[src/logic/cpcc_pkg.sv]
// Package for the counter and PWM cycle configuration block.
// Assumes one system clock and byte-wide special-function register access.
`default_nettype none
package cpcc_pkg;
  // Register addresses in the special-function register space
  localparam logic [7:0] OFS_CPM0 = 8'hda;
  localparam logic [7:0] OFS_PWM  = 8'hdf;
  localparam logic [7:0] OFS_CNTL = 8'hf9;
  localparam logic [7:0] OFS_CNTH = 8'hfa;
  localparam logic [7:0] OFS_CPL0 = 8'hfb;
  localparam logic [7:0] OFS_CPH0 = 8'hfc;
  // Field positions of the PWM cycle configuration register
  localparam int BIT_RELOAD_SEL = 7;
  localparam int BIT_WRAP_IE    = 6;
  localparam int BIT_WRAP_FLAG  = 5;
  localparam int BIT_CYC_WIDTH  = 0;
  // Field positions of the channel mode control register
  localparam int BIT_WIDE  = 7;
  localparam int BIT_ECOM  = 6;
  localparam int BIT_PWM   = 1;
  // Reset values, counter maximum and counter increment
  localparam logic [7:0]  RST_BYTE = 8'h00;
  localparam logic [15:0] RST_WORD = 16'h0000;
  localparam logic [15:0] CNT_MAX  = 16'hffff;
  localparam logic [15:0] CNT_ONE  = 16'h0001;
  // Cycle length masks for 8, 9, 10 and 11 bit cycles
  localparam logic [15:0] MASK_8  = 16'h00ff;
  localparam logic [15:0] MASK_9  = 16'h01ff;
  localparam logic [15:0] MASK_10 = 16'h03ff;
  localparam logic [15:0] MASK_11 = 16'h07ff;

  typedef enum logic [1:0] {
    CPCC_LEN_8  = 2'h0,
    CPCC_LEN_9  = 2'h1,
    CPCC_LEN_10 = 2'h2,
    CPCC_LEN_11 = 2'h3
  } cpcc_len_t;

  // One register bus request, held for one cycle
  typedef struct packed {
    logic [7:0] addr;
    logic [7:0] wdata;
    logic       wr;
    logic       rd;
  } cpcc_sfr_req_t;
endpackage
`default_nettype wire

[src/logic/cpcc_chan.sv]
// Channel 0 compare, auto-reload bank and PWM output.
// Assumes register strobes and counter state arrive on the same clock.
`default_nettype none
module cpcc_chan
(
  input  wire logic        clk_i,
  input  wire logic        nrst_i,
  input  wire logic        ce_i,
  input  wire logic        wr_cpm_i,
  input  wire logic        wr_cpl_i,
  input  wire logic        wr_cph_i,
  input  wire logic [7:0]  wdata_i,
  input  wire logic        reload_sel_i,
  input  wire logic [15:0] cnt_i,
  input  wire logic [15:0] cyc_mask_i,
  input  wire logic        cyc_wrap_i,
  output var  logic [7:0]  cpm_o,
  output var  logic [7:0]  cpl_view_o,
  output var  logic [7:0]  cph_view_o,
  output var  logic        pwm_o
);
  logic [7:0]  mode_reg;
  logic [7:0]  cpl_reg;
  logic [7:0]  cph_reg;
  logic [7:0]  arl_reg;
  logic [7:0]  arh_reg;
  logic        pwm_reg;
  logic        pwm_next;
  logic        wide;
  logic        narrow;
  logic        ecom;
  logic        any_wr;
  logic [15:0] cmp_word;

  // Mode decode; the cycle width reaches only narrow PWM channels
  assign wide     = mode_reg[cpcc_pkg::BIT_WIDE];
  assign ecom     = mode_reg[cpcc_pkg::BIT_ECOM];
  assign narrow   = mode_reg[cpcc_pkg::BIT_PWM] & ~wide;  // RULE7
  assign any_wr   = wr_cpl_i | wr_cph_i | wr_cpm_i;
  assign cmp_word = {cph_reg, cpl_reg};

  // Same addresses reach either bank, picked by the reload select
  assign cpl_view_o = reload_sel_i ? arl_reg : cpl_reg;  // RULE1
  assign cph_view_o = reload_sel_i ? arh_reg : cph_reg;  // RULE1
  assign cpm_o      = mode_reg;
  assign pwm_o      = pwm_reg;

  // Output high while the counter sits below the compare value
  assign pwm_next = ecom & mode_reg[cpcc_pkg::BIT_PWM] &
    (wide ? (cnt_i < cmp_word) : ((cnt_i & cyc_mask_i) < (cmp_word & cyc_mask_i)));  // RULE7

  // Register writes, reload at cycle wrap; writes win over the reload
  always_ff @(posedge clk_i or negedge nrst_i)
  begin
    if (!nrst_i)
    begin
      mode_reg <= cpcc_pkg::RST_BYTE;
      cpl_reg  <= cpcc_pkg::RST_BYTE;
      cph_reg  <= cpcc_pkg::RST_BYTE;
      arl_reg  <= cpcc_pkg::RST_BYTE;
      arh_reg  <= cpcc_pkg::RST_BYTE;
      pwm_reg  <= 1'b0;
    end
    else if (ce_i)
    begin
      pwm_reg <= pwm_next;
      if (wr_cpm_i)
        mode_reg <= wdata_i;
      if (wr_cpl_i && reload_sel_i)
        arl_reg <= wdata_i;  // RULE1
      if (wr_cph_i && reload_sel_i)
        arh_reg <= wdata_i;  // RULE1
      if (wr_cpl_i && !reload_sel_i)
      begin
        cpl_reg                     <= wdata_i;
        mode_reg[cpcc_pkg::BIT_ECOM] <= 1'b0;  // Low write disarms the comparator
      end
      if (wr_cph_i && !reload_sel_i)
      begin
        cph_reg                     <= wdata_i;
        mode_reg[cpcc_pkg::BIT_ECOM] <= 1'b1;  // High write rearms it
      end
      if (cyc_wrap_i && narrow && !any_wr)
      begin
        cpl_reg <= arl_reg;  // RULE15
        cph_reg <= arh_reg;  // RULE2
      end
    end
  end
endmodule // cpcc_chan
`default_nettype wire

[src/logic/cpcc_top.sv]
// Counter byte access, PWM cycle configuration and cycle wrap flag.
// Assumes the count tick, watchdog enable and flag clear come from logic on CLK_I.
//
// What this block does
// RULE1: Reload bank select steers compare byte addresses to the compare or reload bank.
// RULE2: Auto-reload contents only matter for channels in 8 to 11-bit PWM.
// RULE3: The cycle wrap flag raises the interrupt only while its enable bit is set.
// RULE4: The cycle wrap flag is set on overflow out of the selected 8th to 11th counter bit.
// RULE5: Hardware or firmware may set the cycle wrap flag, and only firmware clears it.
// RULE6: Cycle width codes 00, 01, 10 and 11 select 8, 9, 10 and 11-bit cycles.
// RULE7: The cycle width applies to PWM channels not in 16-bit mode and is ignored by 16-bit ones.
// RULE8: Software writes zero into reserved bits 4:2, which read as zero.
// RULE9: The counter low byte is a readable and writable register.
// RULE10: Reading the high byte returns a snapshot loaded when the low byte is read.
// RULE11: High byte writes are ignored while the watchdog is enabled.
// RULE12: Low byte writes are ignored while the watchdog is enabled.
// RULE13: The watchdog enable bit dedicates channel 2 to the watchdog.
// RULE14: Counter wrap from all ones to zero sets the overflow flag; only firmware clears it.
// RULE15: Narrow PWM channels load the auto-reload value into compare at each cycle wrap that has no channel register write in the same cycle.
`default_nettype none
module cpcc_top
(
  input  wire logic                    CLK_I,
  input  wire logic                    NRST_I,
  input  wire logic                    CE_I,
  input  wire cpcc_pkg::cpcc_sfr_req_t SFR_REQ_I,
  input  wire logic                    COUNT_TICK_I,
  input  wire logic                    WDOG_EN_I,
  input  wire logic                    CNT_OVF_CLR_I,
  output var  logic [7:0]              SFR_RDATA_O,
  output var  logic                    CYC_IRQ_O,
  output var  logic                    CNT_OVF_FLAG_O,
  output var  logic                    PWM0_O,
  output var  logic                    WDOG_CH2_O
);

  logic        reload_sel_reg;
  logic        wrap_ie_reg;
  logic        wrap_flag_reg;
  logic        wrap_flag_next;
  logic [1:0]  cyc_width_reg;
  logic [15:0] cnt_reg;
  logic [15:0] cnt_next;
  logic [7:0]  snap_reg;
  logic        ovf_reg;
  logic [7:0]  rdata_reg;
  logic [7:0]  rd_mux;
  logic        irq_reg;
  logic        wdog_reg;
  logic        wr_pwm;
  logic        wr_cntl;
  logic        wr_cnth;
  logic        rd_cntl;
  logic        wr_cpm;
  logic        wr_cpl;
  logic        wr_cph;
  logic        tick;
  logic        cyc_wrap;
  logic        cnt_wrap;
  logic [15:0] cyc_mask;
  logic [7:0]  pwm_cfg;
  logic [7:0]  chan_cpm;
  logic [7:0]  chan_cpl;
  logic [7:0]  chan_cph;
  logic        chan_pwm;

  // Address decode of single-cycle strobes
  assign wr_pwm  = SFR_REQ_I.wr && (SFR_REQ_I.addr == cpcc_pkg::OFS_PWM);
  assign wr_cntl = SFR_REQ_I.wr && (SFR_REQ_I.addr == cpcc_pkg::OFS_CNTL);
  assign wr_cnth = SFR_REQ_I.wr && (SFR_REQ_I.addr == cpcc_pkg::OFS_CNTH);
  assign rd_cntl = SFR_REQ_I.rd && (SFR_REQ_I.addr == cpcc_pkg::OFS_CNTL);
  assign wr_cpm  = SFR_REQ_I.wr && (SFR_REQ_I.addr == cpcc_pkg::OFS_CPM0);
  assign wr_cpl  = SFR_REQ_I.wr && (SFR_REQ_I.addr == cpcc_pkg::OFS_CPL0);
  assign wr_cph  = SFR_REQ_I.wr && (SFR_REQ_I.addr == cpcc_pkg::OFS_CPH0);

  // Cycle length mask from the width field
  assign cyc_mask = (cyc_width_reg == cpcc_pkg::CPCC_LEN_8)  ? cpcc_pkg::MASK_8  :  // RULE6
                    (cyc_width_reg == cpcc_pkg::CPCC_LEN_9)  ? cpcc_pkg::MASK_9  :
                    (cyc_width_reg == cpcc_pkg::CPCC_LEN_10) ? cpcc_pkg::MASK_10 :
                    cpcc_pkg::MASK_11;

  // Overflow out of the selected bit, and out of the full counter
  assign tick     = COUNT_TICK_I;
  assign cyc_wrap = tick && ((cnt_reg & cyc_mask) == cyc_mask);  // RULE4
  assign cnt_wrap = tick && (cnt_reg == cpcc_pkg::CNT_MAX);  // RULE14

  // Firmware writes are locked out while the watchdog runs; a write beats the tick
  assign cnt_next = (wr_cntl && !WDOG_EN_I) ? {cnt_reg[15:8], SFR_REQ_I.wdata} :  // RULE12
                    (wr_cnth && !WDOG_EN_I) ? {SFR_REQ_I.wdata, cnt_reg[7:0]} :  // RULE11
                    tick ? (cnt_reg + cpcc_pkg::CNT_ONE) : cnt_reg;  // RULE9

  // A hardware set wins over a firmware clear in the same cycle
  assign wrap_flag_next = cyc_wrap ? 1'b1 :  // RULE5
                          wr_pwm ? SFR_REQ_I.wdata[cpcc_pkg::BIT_WRAP_FLAG] : wrap_flag_reg;

  // Reserved bits 4:2 always read back as zero
  assign pwm_cfg = {reload_sel_reg, wrap_ie_reg, wrap_flag_reg, 3'h0, cyc_width_reg};  // RULE8

  // Read data; unmapped addresses answer zero
  assign rd_mux = (SFR_REQ_I.addr == cpcc_pkg::OFS_PWM)  ? pwm_cfg  :
                  (SFR_REQ_I.addr == cpcc_pkg::OFS_CNTL) ? cnt_reg[7:0] :  // RULE9
                  (SFR_REQ_I.addr == cpcc_pkg::OFS_CNTH) ? snap_reg :  // RULE10
                  (SFR_REQ_I.addr == cpcc_pkg::OFS_CPM0) ? chan_cpm :
                  (SFR_REQ_I.addr == cpcc_pkg::OFS_CPL0) ? chan_cpl :
                  (SFR_REQ_I.addr == cpcc_pkg::OFS_CPH0) ? chan_cph : cpcc_pkg::RST_BYTE;

  // Configuration, counter and flags
  always_ff @(posedge CLK_I or negedge NRST_I)
  begin
    if (!NRST_I)
    begin
      reload_sel_reg <= 1'b0;
      wrap_ie_reg    <= 1'b0;
      wrap_flag_reg  <= 1'b0;
      cyc_width_reg  <= cpcc_pkg::CPCC_LEN_8;
      cnt_reg        <= cpcc_pkg::RST_WORD;
      ovf_reg        <= 1'b0;
    end
    else if (CE_I)
    begin
      if (wr_pwm)
      begin
        reload_sel_reg <= SFR_REQ_I.wdata[cpcc_pkg::BIT_RELOAD_SEL];
        wrap_ie_reg    <= SFR_REQ_I.wdata[cpcc_pkg::BIT_WRAP_IE];
        cyc_width_reg  <= SFR_REQ_I.wdata[cpcc_pkg::BIT_CYC_WIDTH +: 2];  // RULE6
      end
      wrap_flag_reg <= wrap_flag_next;  // RULE5
      cnt_reg       <= cnt_next;
      ovf_reg       <= cnt_wrap | (ovf_reg & ~CNT_OVF_CLR_I);  // RULE14
    end
  end

  // Snapshot, read data and registered outputs
  always_ff @(posedge CLK_I or negedge NRST_I)
  begin
    if (!NRST_I)
    begin
      snap_reg  <= cpcc_pkg::RST_BYTE;
      rdata_reg <= cpcc_pkg::RST_BYTE;
      irq_reg   <= 1'b0;
      wdog_reg  <= 1'b0;
    end
    else if (CE_I)
    begin
      if (rd_cntl)
        snap_reg <= cnt_reg[15:8];  // RULE10
      if (SFR_REQ_I.rd)
        rdata_reg <= rd_mux;
      irq_reg  <= wrap_flag_reg & wrap_ie_reg;  // RULE3
      wdog_reg <= WDOG_EN_I;  // RULE13
    end
  end

  assign SFR_RDATA_O    = rdata_reg;
  assign CYC_IRQ_O      = irq_reg;
  assign CNT_OVF_FLAG_O = ovf_reg;
  assign WDOG_CH2_O     = wdog_reg;
  assign PWM0_O         = chan_pwm;

  // Channel 0 sits behind the shared cycle configuration
  cpcc_chan u_chan0
  (
    .clk_i        (CLK_I),
    .nrst_i       (NRST_I),
    .ce_i         (CE_I),
    .wr_cpm_i     (wr_cpm),
    .wr_cpl_i     (wr_cpl),
    .wr_cph_i     (wr_cph),
    .wdata_i      (SFR_REQ_I.wdata),
    .reload_sel_i (reload_sel_reg),
    .cnt_i        (cnt_reg),
    .cyc_mask_i   (cyc_mask),
    .cyc_wrap_i   (cyc_wrap),
    .cpm_o        (chan_cpm),
    .cpl_view_o   (chan_cpl),
    .cph_view_o   (chan_cph),
    .pwm_o        (chan_pwm)
  );
endmodule // cpcc_top
`default_nettype wire

[config.mk]
export PLATFORM = sky130hd
export DESIGN_NAME = cpcc_top
export DESIGN_NICKNAME = d
export VERILOG_FILES = /design/src/logic/cpcc_pkg.sv /design/src/logic/cpcc_chan.sv /design/src/logic/cpcc_top.sv
export SDC_FILE = /design/constraint.sdc
export NUM_CORES = 1
export LEC_CHECK = 0
export BUFFER_PORTS_ARGS = -buffer_cell sky130_fd_sc_hd__buf_4
export CORE_ASPECT_RATIO = 1.25
export CORE_UTILIZATION = 35
export CTS_BUF_LIST = sky130_fd_sc_hd__clkbuf_4 sky130_fd_sc_hd__clkbuf_8
export DETAILED_ROUTE_END_ITERATION = 7
export MAX_ROUTING_LAYER = met4
export SYNTH_ARGS = -nofsm -noshare
export SYNTH_HDL_FRONTEND = slang
export SYNTH_SLANG_ARGS = --single-unit
[constraint.sdc]
create_clock -name CLK_I -period 4.15 [get_ports CLK_I]
set_input_delay 0 -clock CLK_I [delete_from_list [all_inputs] [get_ports CLK_I]]
set_output_delay 0 -clock CLK_I [all_outputs]
set_load 0.02 [all_outputs]
After elaboration in Yosys (flattened, before gate mapping). Cells that the tools add are included.

$add $sub $neg: 1. Div/mod/pow operators: 0. Eq/ne operators: 11. Magnitude comparators: 2. Multipliers: 0. Mux-type cells: 24. Bitwise operators: 13. Shift-type cells: 0. Reductions and logical operators: 39.

Operator list (count): $mux 8 (13); $eq 8x8->1 const B (6); $mux 11 (3); $and 16x11->16 (2); $lt 16x16->1 (2); $mux 16 (2); $reduce_and 2->1 (10); $logic_and 1x1->1 (17); $add 16x1->16 const B (1); $eq 16x11->1 (1); $eq 16x16->1 const B (1); $reduce_bool 2->1 (5); $mux 7 (1); $reduce_and 3->1 (2); $and 1x1->1 (5); $mux 1 (5); $logic_not 1->1 (3); $not 1->1 (3); $or 1x1->1 (3); $reduce_bool 3->1 (1); $eq 2x1->1 const B (1); $eq 2x2->1 const B (1); $logic_not 2->1 (1); $ne 2x2->1 const B (1).

Register bits after elaboration: 81. ROM bits: 0. Input port bits: 24. RAM bits: 0. Memories: 0. Output and inout bits: 12. Bits in latches: 0.

Longest topological paths before layout.
Depth in word-level cells: 11. Depth in mapped cells: 9. Mapped depth without buffers: 8.

Cells and area by module. From an unflattened synthesis, not the netlist that was laid out.

Cells, all modules: 578. Area total of the unflattened synthesis: 5331.4 um^2.

By module, submodules not included: cpcc_chan (instances 1, area each 2778.9 um^2, sequential area each 1026.0 um^2, cells each 293); cpcc_top (instances 1, area each 2552.4 um^2, sequential area each 1001.0 um^2, cells each 285).

Worst setup path before layout. Ideal clock, no wire load.

Path kind: register -> register. Start point: register cnt_reg[0]. End point: register u_chan0.cpl_reg[1]. Slack: 2.450 ns. Data required time: 4.028 ns. Period minus slack after synthesis: 1.700 ns. Buffers on the path: 1. Cell stages (with the launch flop): 8. Setup time: 0.122 ns. Data arrival time: 1.577 ns. Path through: dfrtp_1 -> ha_1 -> nand4_1 -> nor4_2 -> o2111ai_2 -> buf_2 -> o22ai_1 -> nor2_1.

Longest elaborated chain between the ends: 7. Elaborated cells between the ends (all ways): 8.

RTL lines: from (decl) (line cpcc_top.sv:42) `logic [15:0] cnt_reg;`; from (signal assigned) (line cpcc_top.sv:116) `cnt_reg <= cpcc_pkg::RST_WORD;`; from (signal assigned) (line cpcc_top.sv:128) `cnt_reg <= cnt_next;`; $and 16x11->16 (*) (line cpcc_top.sv:84) `assign cyc_wrap = tick && ((cnt_reg & cyc_mask) == cyc_mask);`; $eq 16x11->1 (*) (line cpcc_top.sv:84); $logic_and 1x1->1 (*) (line cpcc_top.sv:84); $logic_and 1x1->1 (*) (2 in series) (line cpcc_chan.sv:83) `if (cyc_wrap_i && narrow && !any_wr)`; $reduce_bool 2->1 (no line); $reduce_and 2->1 (no line); to (signal assigned) (line cpcc_chan.sv:58) `cpl_reg <= cpcc_pkg::RST_BYTE;`; to (signal assigned) (line cpcc_chan.sv:75) `cpl_reg <= wdata_i;`; to (signal assigned) (line cpcc_chan.sv:85) `cpl_reg <= arl_reg;`; to (decl) (line cpcc_chan.sv:23) `logic [7:0] cpl_reg;`.

Every way passes the cells marked *; elsewhere a longest branch is shown, timed or not. A chain may end at the register's enable or synchronous reset.

Worst setup path in the final report.
Start point: register reload_sel_reg. End point: register u_chan0.arh_reg[7].

Longest elaborated chain between the ends: 2.

RTL lines: from (decl) (line cpcc_top.sv:37) `logic reload_sel_reg;`; from (signal assigned) (line cpcc_top.sv:123) `reload_sel_reg <= SFR_REQ_I.wdata[cpcc_pkg::BIT_RELOAD_SEL];`; $logic_and 1x1->1 (line cpcc_chan.sv:71) `if (wr_cph_i && reload_sel_i)`; $reduce_and 2->1 (no line); to (signal assigned) (line cpcc_chan.sv:61) `arh_reg <= cpcc_pkg::RST_BYTE;`; to (signal assigned) (line cpcc_chan.sv:72) `arh_reg <= wdata_i;`; to (decl) (line cpcc_chan.sv:26) `logic [7:0] arh_reg;`.

Every way passes these cells.

==> flow_summary.ini <==
[drt]
drt_iter0_drc = 289
vias = 4269
final_antenna_net_count = 0
drc = 0
wire_per_inst_um = 20.5
firstDrtPassIters = 5
wl_mm = 14.8
routed_via_density = 5.91

[global_route]
grt_max_degree = 82
grt_pass1_wl_mm = 22.9
top_usage_layer = met2
grt_pass1_vias = 4189
antenna_found_initial = 0
gr-total-overflow = 0
grt_usage_pct = 21.9
grt_util_met2_pct = 32.6
use_met1_pct = 27.9
met3_usage_pct = 2.31

[worst_setup_path]
cp-end-kind = flip-flop
path_cells = nand3_1 > nor4_4 > mux2_2
r2r_setup_slack_ns = 1.58
startpoint_type = flip-flop
max_stage_delay_ns = 1.09
worstPathArrival_ns = 2.83
worst_path_max_delay_cell = dfrtp_1
cpLargestDelayFamily = flip-flops
crit_fanout = 24
setup.worst_path.class = reg -> reg
r2r-start = reload_sel_reg$_DFFE_PN0P_
rr_worst_depth = 3
required_ns = 4.40
crit_buf_inv = 0
r2r_end = u_chan0.arh_reg[7]$_DFFE_PN0P_

[power_and_ir_drop]
leakagePower_nw = 2.37
power.switching_uw = 553
ir_drop_uv = 122
power_frac_clock_pct = 34.7
swShare_pct = 29.4
p_seq_share_pct = 48.7
power_frac_comb_pct = 16.6
power.density_mw_per_mm2 = 336
intPower_mw = 1.33

[yosys]
synth_cell_types = 72
synth-edff-count = 0
syn_area_mm2 = 0.00496
syn_inst = 514
ys_ff_latch = 81
synth_area_per_cell_um2 = 9.66
synth_nets = 557
synth.yosys.seq_area_share_pct = 40.8
ys_warn_count = 0
synthFlopType = dfrtp_1
ys_async_sr_fraction_pct = 100

[final_layout]
nFillCells = 1359
final_cells = 722
n_antenna_cell = 0
drive_gt1_share_pct = 19.4
fin_util_pct = 40.5
multi_input_area_mm2 = 0.00273
area_growth_pct = 12.7
largest_reg_flops = 16
seq_area_mm2 = 0.00203
nets = 586

[floorplanning]
start_util_pct = 35.9
ios = 36
die_w_um = 109
row_count = 48
coreArea_mm2 = 0.0138
die-height_um = 135
die_area_mm2 = 0.0147

[timing]
tightest_slew_ns = 1.12
fmax_mhz = 389
skew_ns = 0.00959
fin_crit_sh_pct = 62.0
tns_ns = 0
rsz0062_at_grt = no
slew_violations = 0
final-hold-violation-count = 0
relSlewSlack_pct = 25.1
min_period_ns = 2.57
setup_viol = 0

[clock_tree]
postCtsResizedCells = 0
cts-hold-fix-buffers = 6
cts_tree = built
post-cts-setup-buffers = 0
cts_sinks = 81
clk_latency_ns = 0.37
cts.clk_slew.worst_paths_ns = 0.08
clockBufferDepth = 2
cts_made_buffers = 9
h-tree-depth = 3
root_buffer = clkbuf_8

[worst_hold_path]
holdPathStages = 2
holdPathEnd = u_chan0.cpm_o[0]$_DFFE_PN0P_
worstHoldStart = SFR_REQ_I[2]
hp-class = in -> reg

[placed_design]
dp_hpwl_mm = 10.7
numPortBuffers = 35
place_inst = 701
gp_congestion = 0.931

[job]
cap_violations = 0

[status]
run_status = complete, no violations
synthesized netlist by cell type (3+ instances only):
cell type / instances / area (um2)
a21o_1: 6 / 45.0
a21oi_1: 43 / 215
a2bb2oi_1: 4 / 35.0
a31oi_1: 7 / 43.8
and3_1: 5 / 31.3
buf_2: 7 / 35.0
buf_4: 5 / 37.5
clkbuf_1: 8 / 30.0
dfrtp_1: 81 / 2030
ha_1: 19 / 238
inv_1: 20 / 75.1
mux2_2: 35 / 394
mux2i_1: 25 / 250
nand2_1: 34 / 128
nand3_1: 18 / 90.1
nand4_1: 10 / 62.6
nor2_1: 33 / 124
nor2b_1: 5 / 31.3
nor3_1: 23 / 115
nor4_1: 3 / 18.8
o211ai_1: 3 / 22.5
o21ai_0: 25 / 125
o22a_1: 3 / 26.3
o22ai_1: 31 / 194
or3_1: 4 / 25.0
cell families (layout without fill, tap and decap cells):
logic type | after synthesis | in the layout | synth area share [%]
AOI/OAI and AO/OA | 143 | 143 | 18.1
xor gates and xnor gates | 1 | 1 | 0.176
buffers and inverters | 43 | 76 | 4.11
muxes | 60 | 60 | 13.0
and+or+nand+nor | 167 | 167 | 19.0
adders and majority gates | 19 | 19 | 4.79
DFF | 81 | 81 | 40.8
layer usage:
layer	part of all wire (%)	vias up
li1	-	1998
met1	44	2083
met2	46	140
met3	4.0	48
met4	5.8	0
met5	0	-
layout make-up:
| class | count | area share (%) |
|---|---|---|
| Timing Repair Buffer | 41 | 5.77 |
| Tap cell | 175 | 3.91 |
| Clock buffer | 12 | 2.73 |
| Sequential cell | 81 | 36.2 |
| Clock inverter | 3 | 1.16 |
| Multi-Input combinational cell | 390 | 48.8 |
| Inverter | 20 | 1.34 |
power groups by stage:
stage	registers [mW]	logic (mW)	clock network, mW
after global placement	0.928	0.301	0
after global routing	0.922	0.346	0.693
after detailed placement	0.927	0.308	0
after CTS	0.913	0.314	0.665
after floorplan	0.907	0.187	0
final	0.916	0.312	0.653
stage by stage:
step	hold WS (ns)	setup slack (ns)	total power, mW	instance area, um2
after CTS	0.00190	1.59	1.89	5590
final	0.0184	1.58	1.88	5590
after global routing	0.0142	1.46	1.96	5590
after global placement	0.244	1.71	1.23	5320
after floorplan	-0.296	2.45	1.09	4960
after detailed placement	0.258	1.58	1.24	5320
placed cells by master (no fill, tap or decap), types with 19 or more instances in the layout:
| master | instances |
|---|---|
| a21oi_1 | 43 |
| buf_4 | 35 |
| dfrtp_1 | 81 |
| ha_1 | 19 |
| inv_1 | 20 |
| mux2_2 | 35 |
| mux2i_1 | 25 |
| nand2_1 | 34 |
| nor2_1 | 33 |
| nor3_1 | 23 |
| o21ai_0 | 25 |
| o22ai_1 | 31 |
how the worst max path moves through the flow:
stage / startpoint / end / slack [ns] / depth (start not counted)
2_1_floorplan: cnt_reg[0]$_DFFE_PN0P_ / u_chan0.cpl_reg[1]$_DFFE_PN0P_ / 2.45 / 7
3_3_place_gp: reload_sel_reg$_DFFE_PN0P_ / u_chan0.arh_reg[5]$_DFFE_PN0P_ / 1.71 / 3
3_5_place_dp: reload_sel_reg$_DFFE_PN0P_ / u_chan0.arh_reg[7]$_DFFE_PN0P_ / 1.58 / 3
4_1_cts: reload_sel_reg$_DFFE_PN0P_ / u_chan0.arh_reg[7]$_DFFE_PN0P_ / 1.59 / 3
5_1_grt: reload_sel_reg$_DFFE_PN0P_ / u_chan0.arh_reg[5]$_DFFE_PN0P_ / 1.46 / 3
6_report: reload_sel_reg$_DFFE_PN0P_ / u_chan0.arh_reg[7]$_DFFE_PN0P_ / 1.58 / 3
Power figures use the tool's default switching activity.
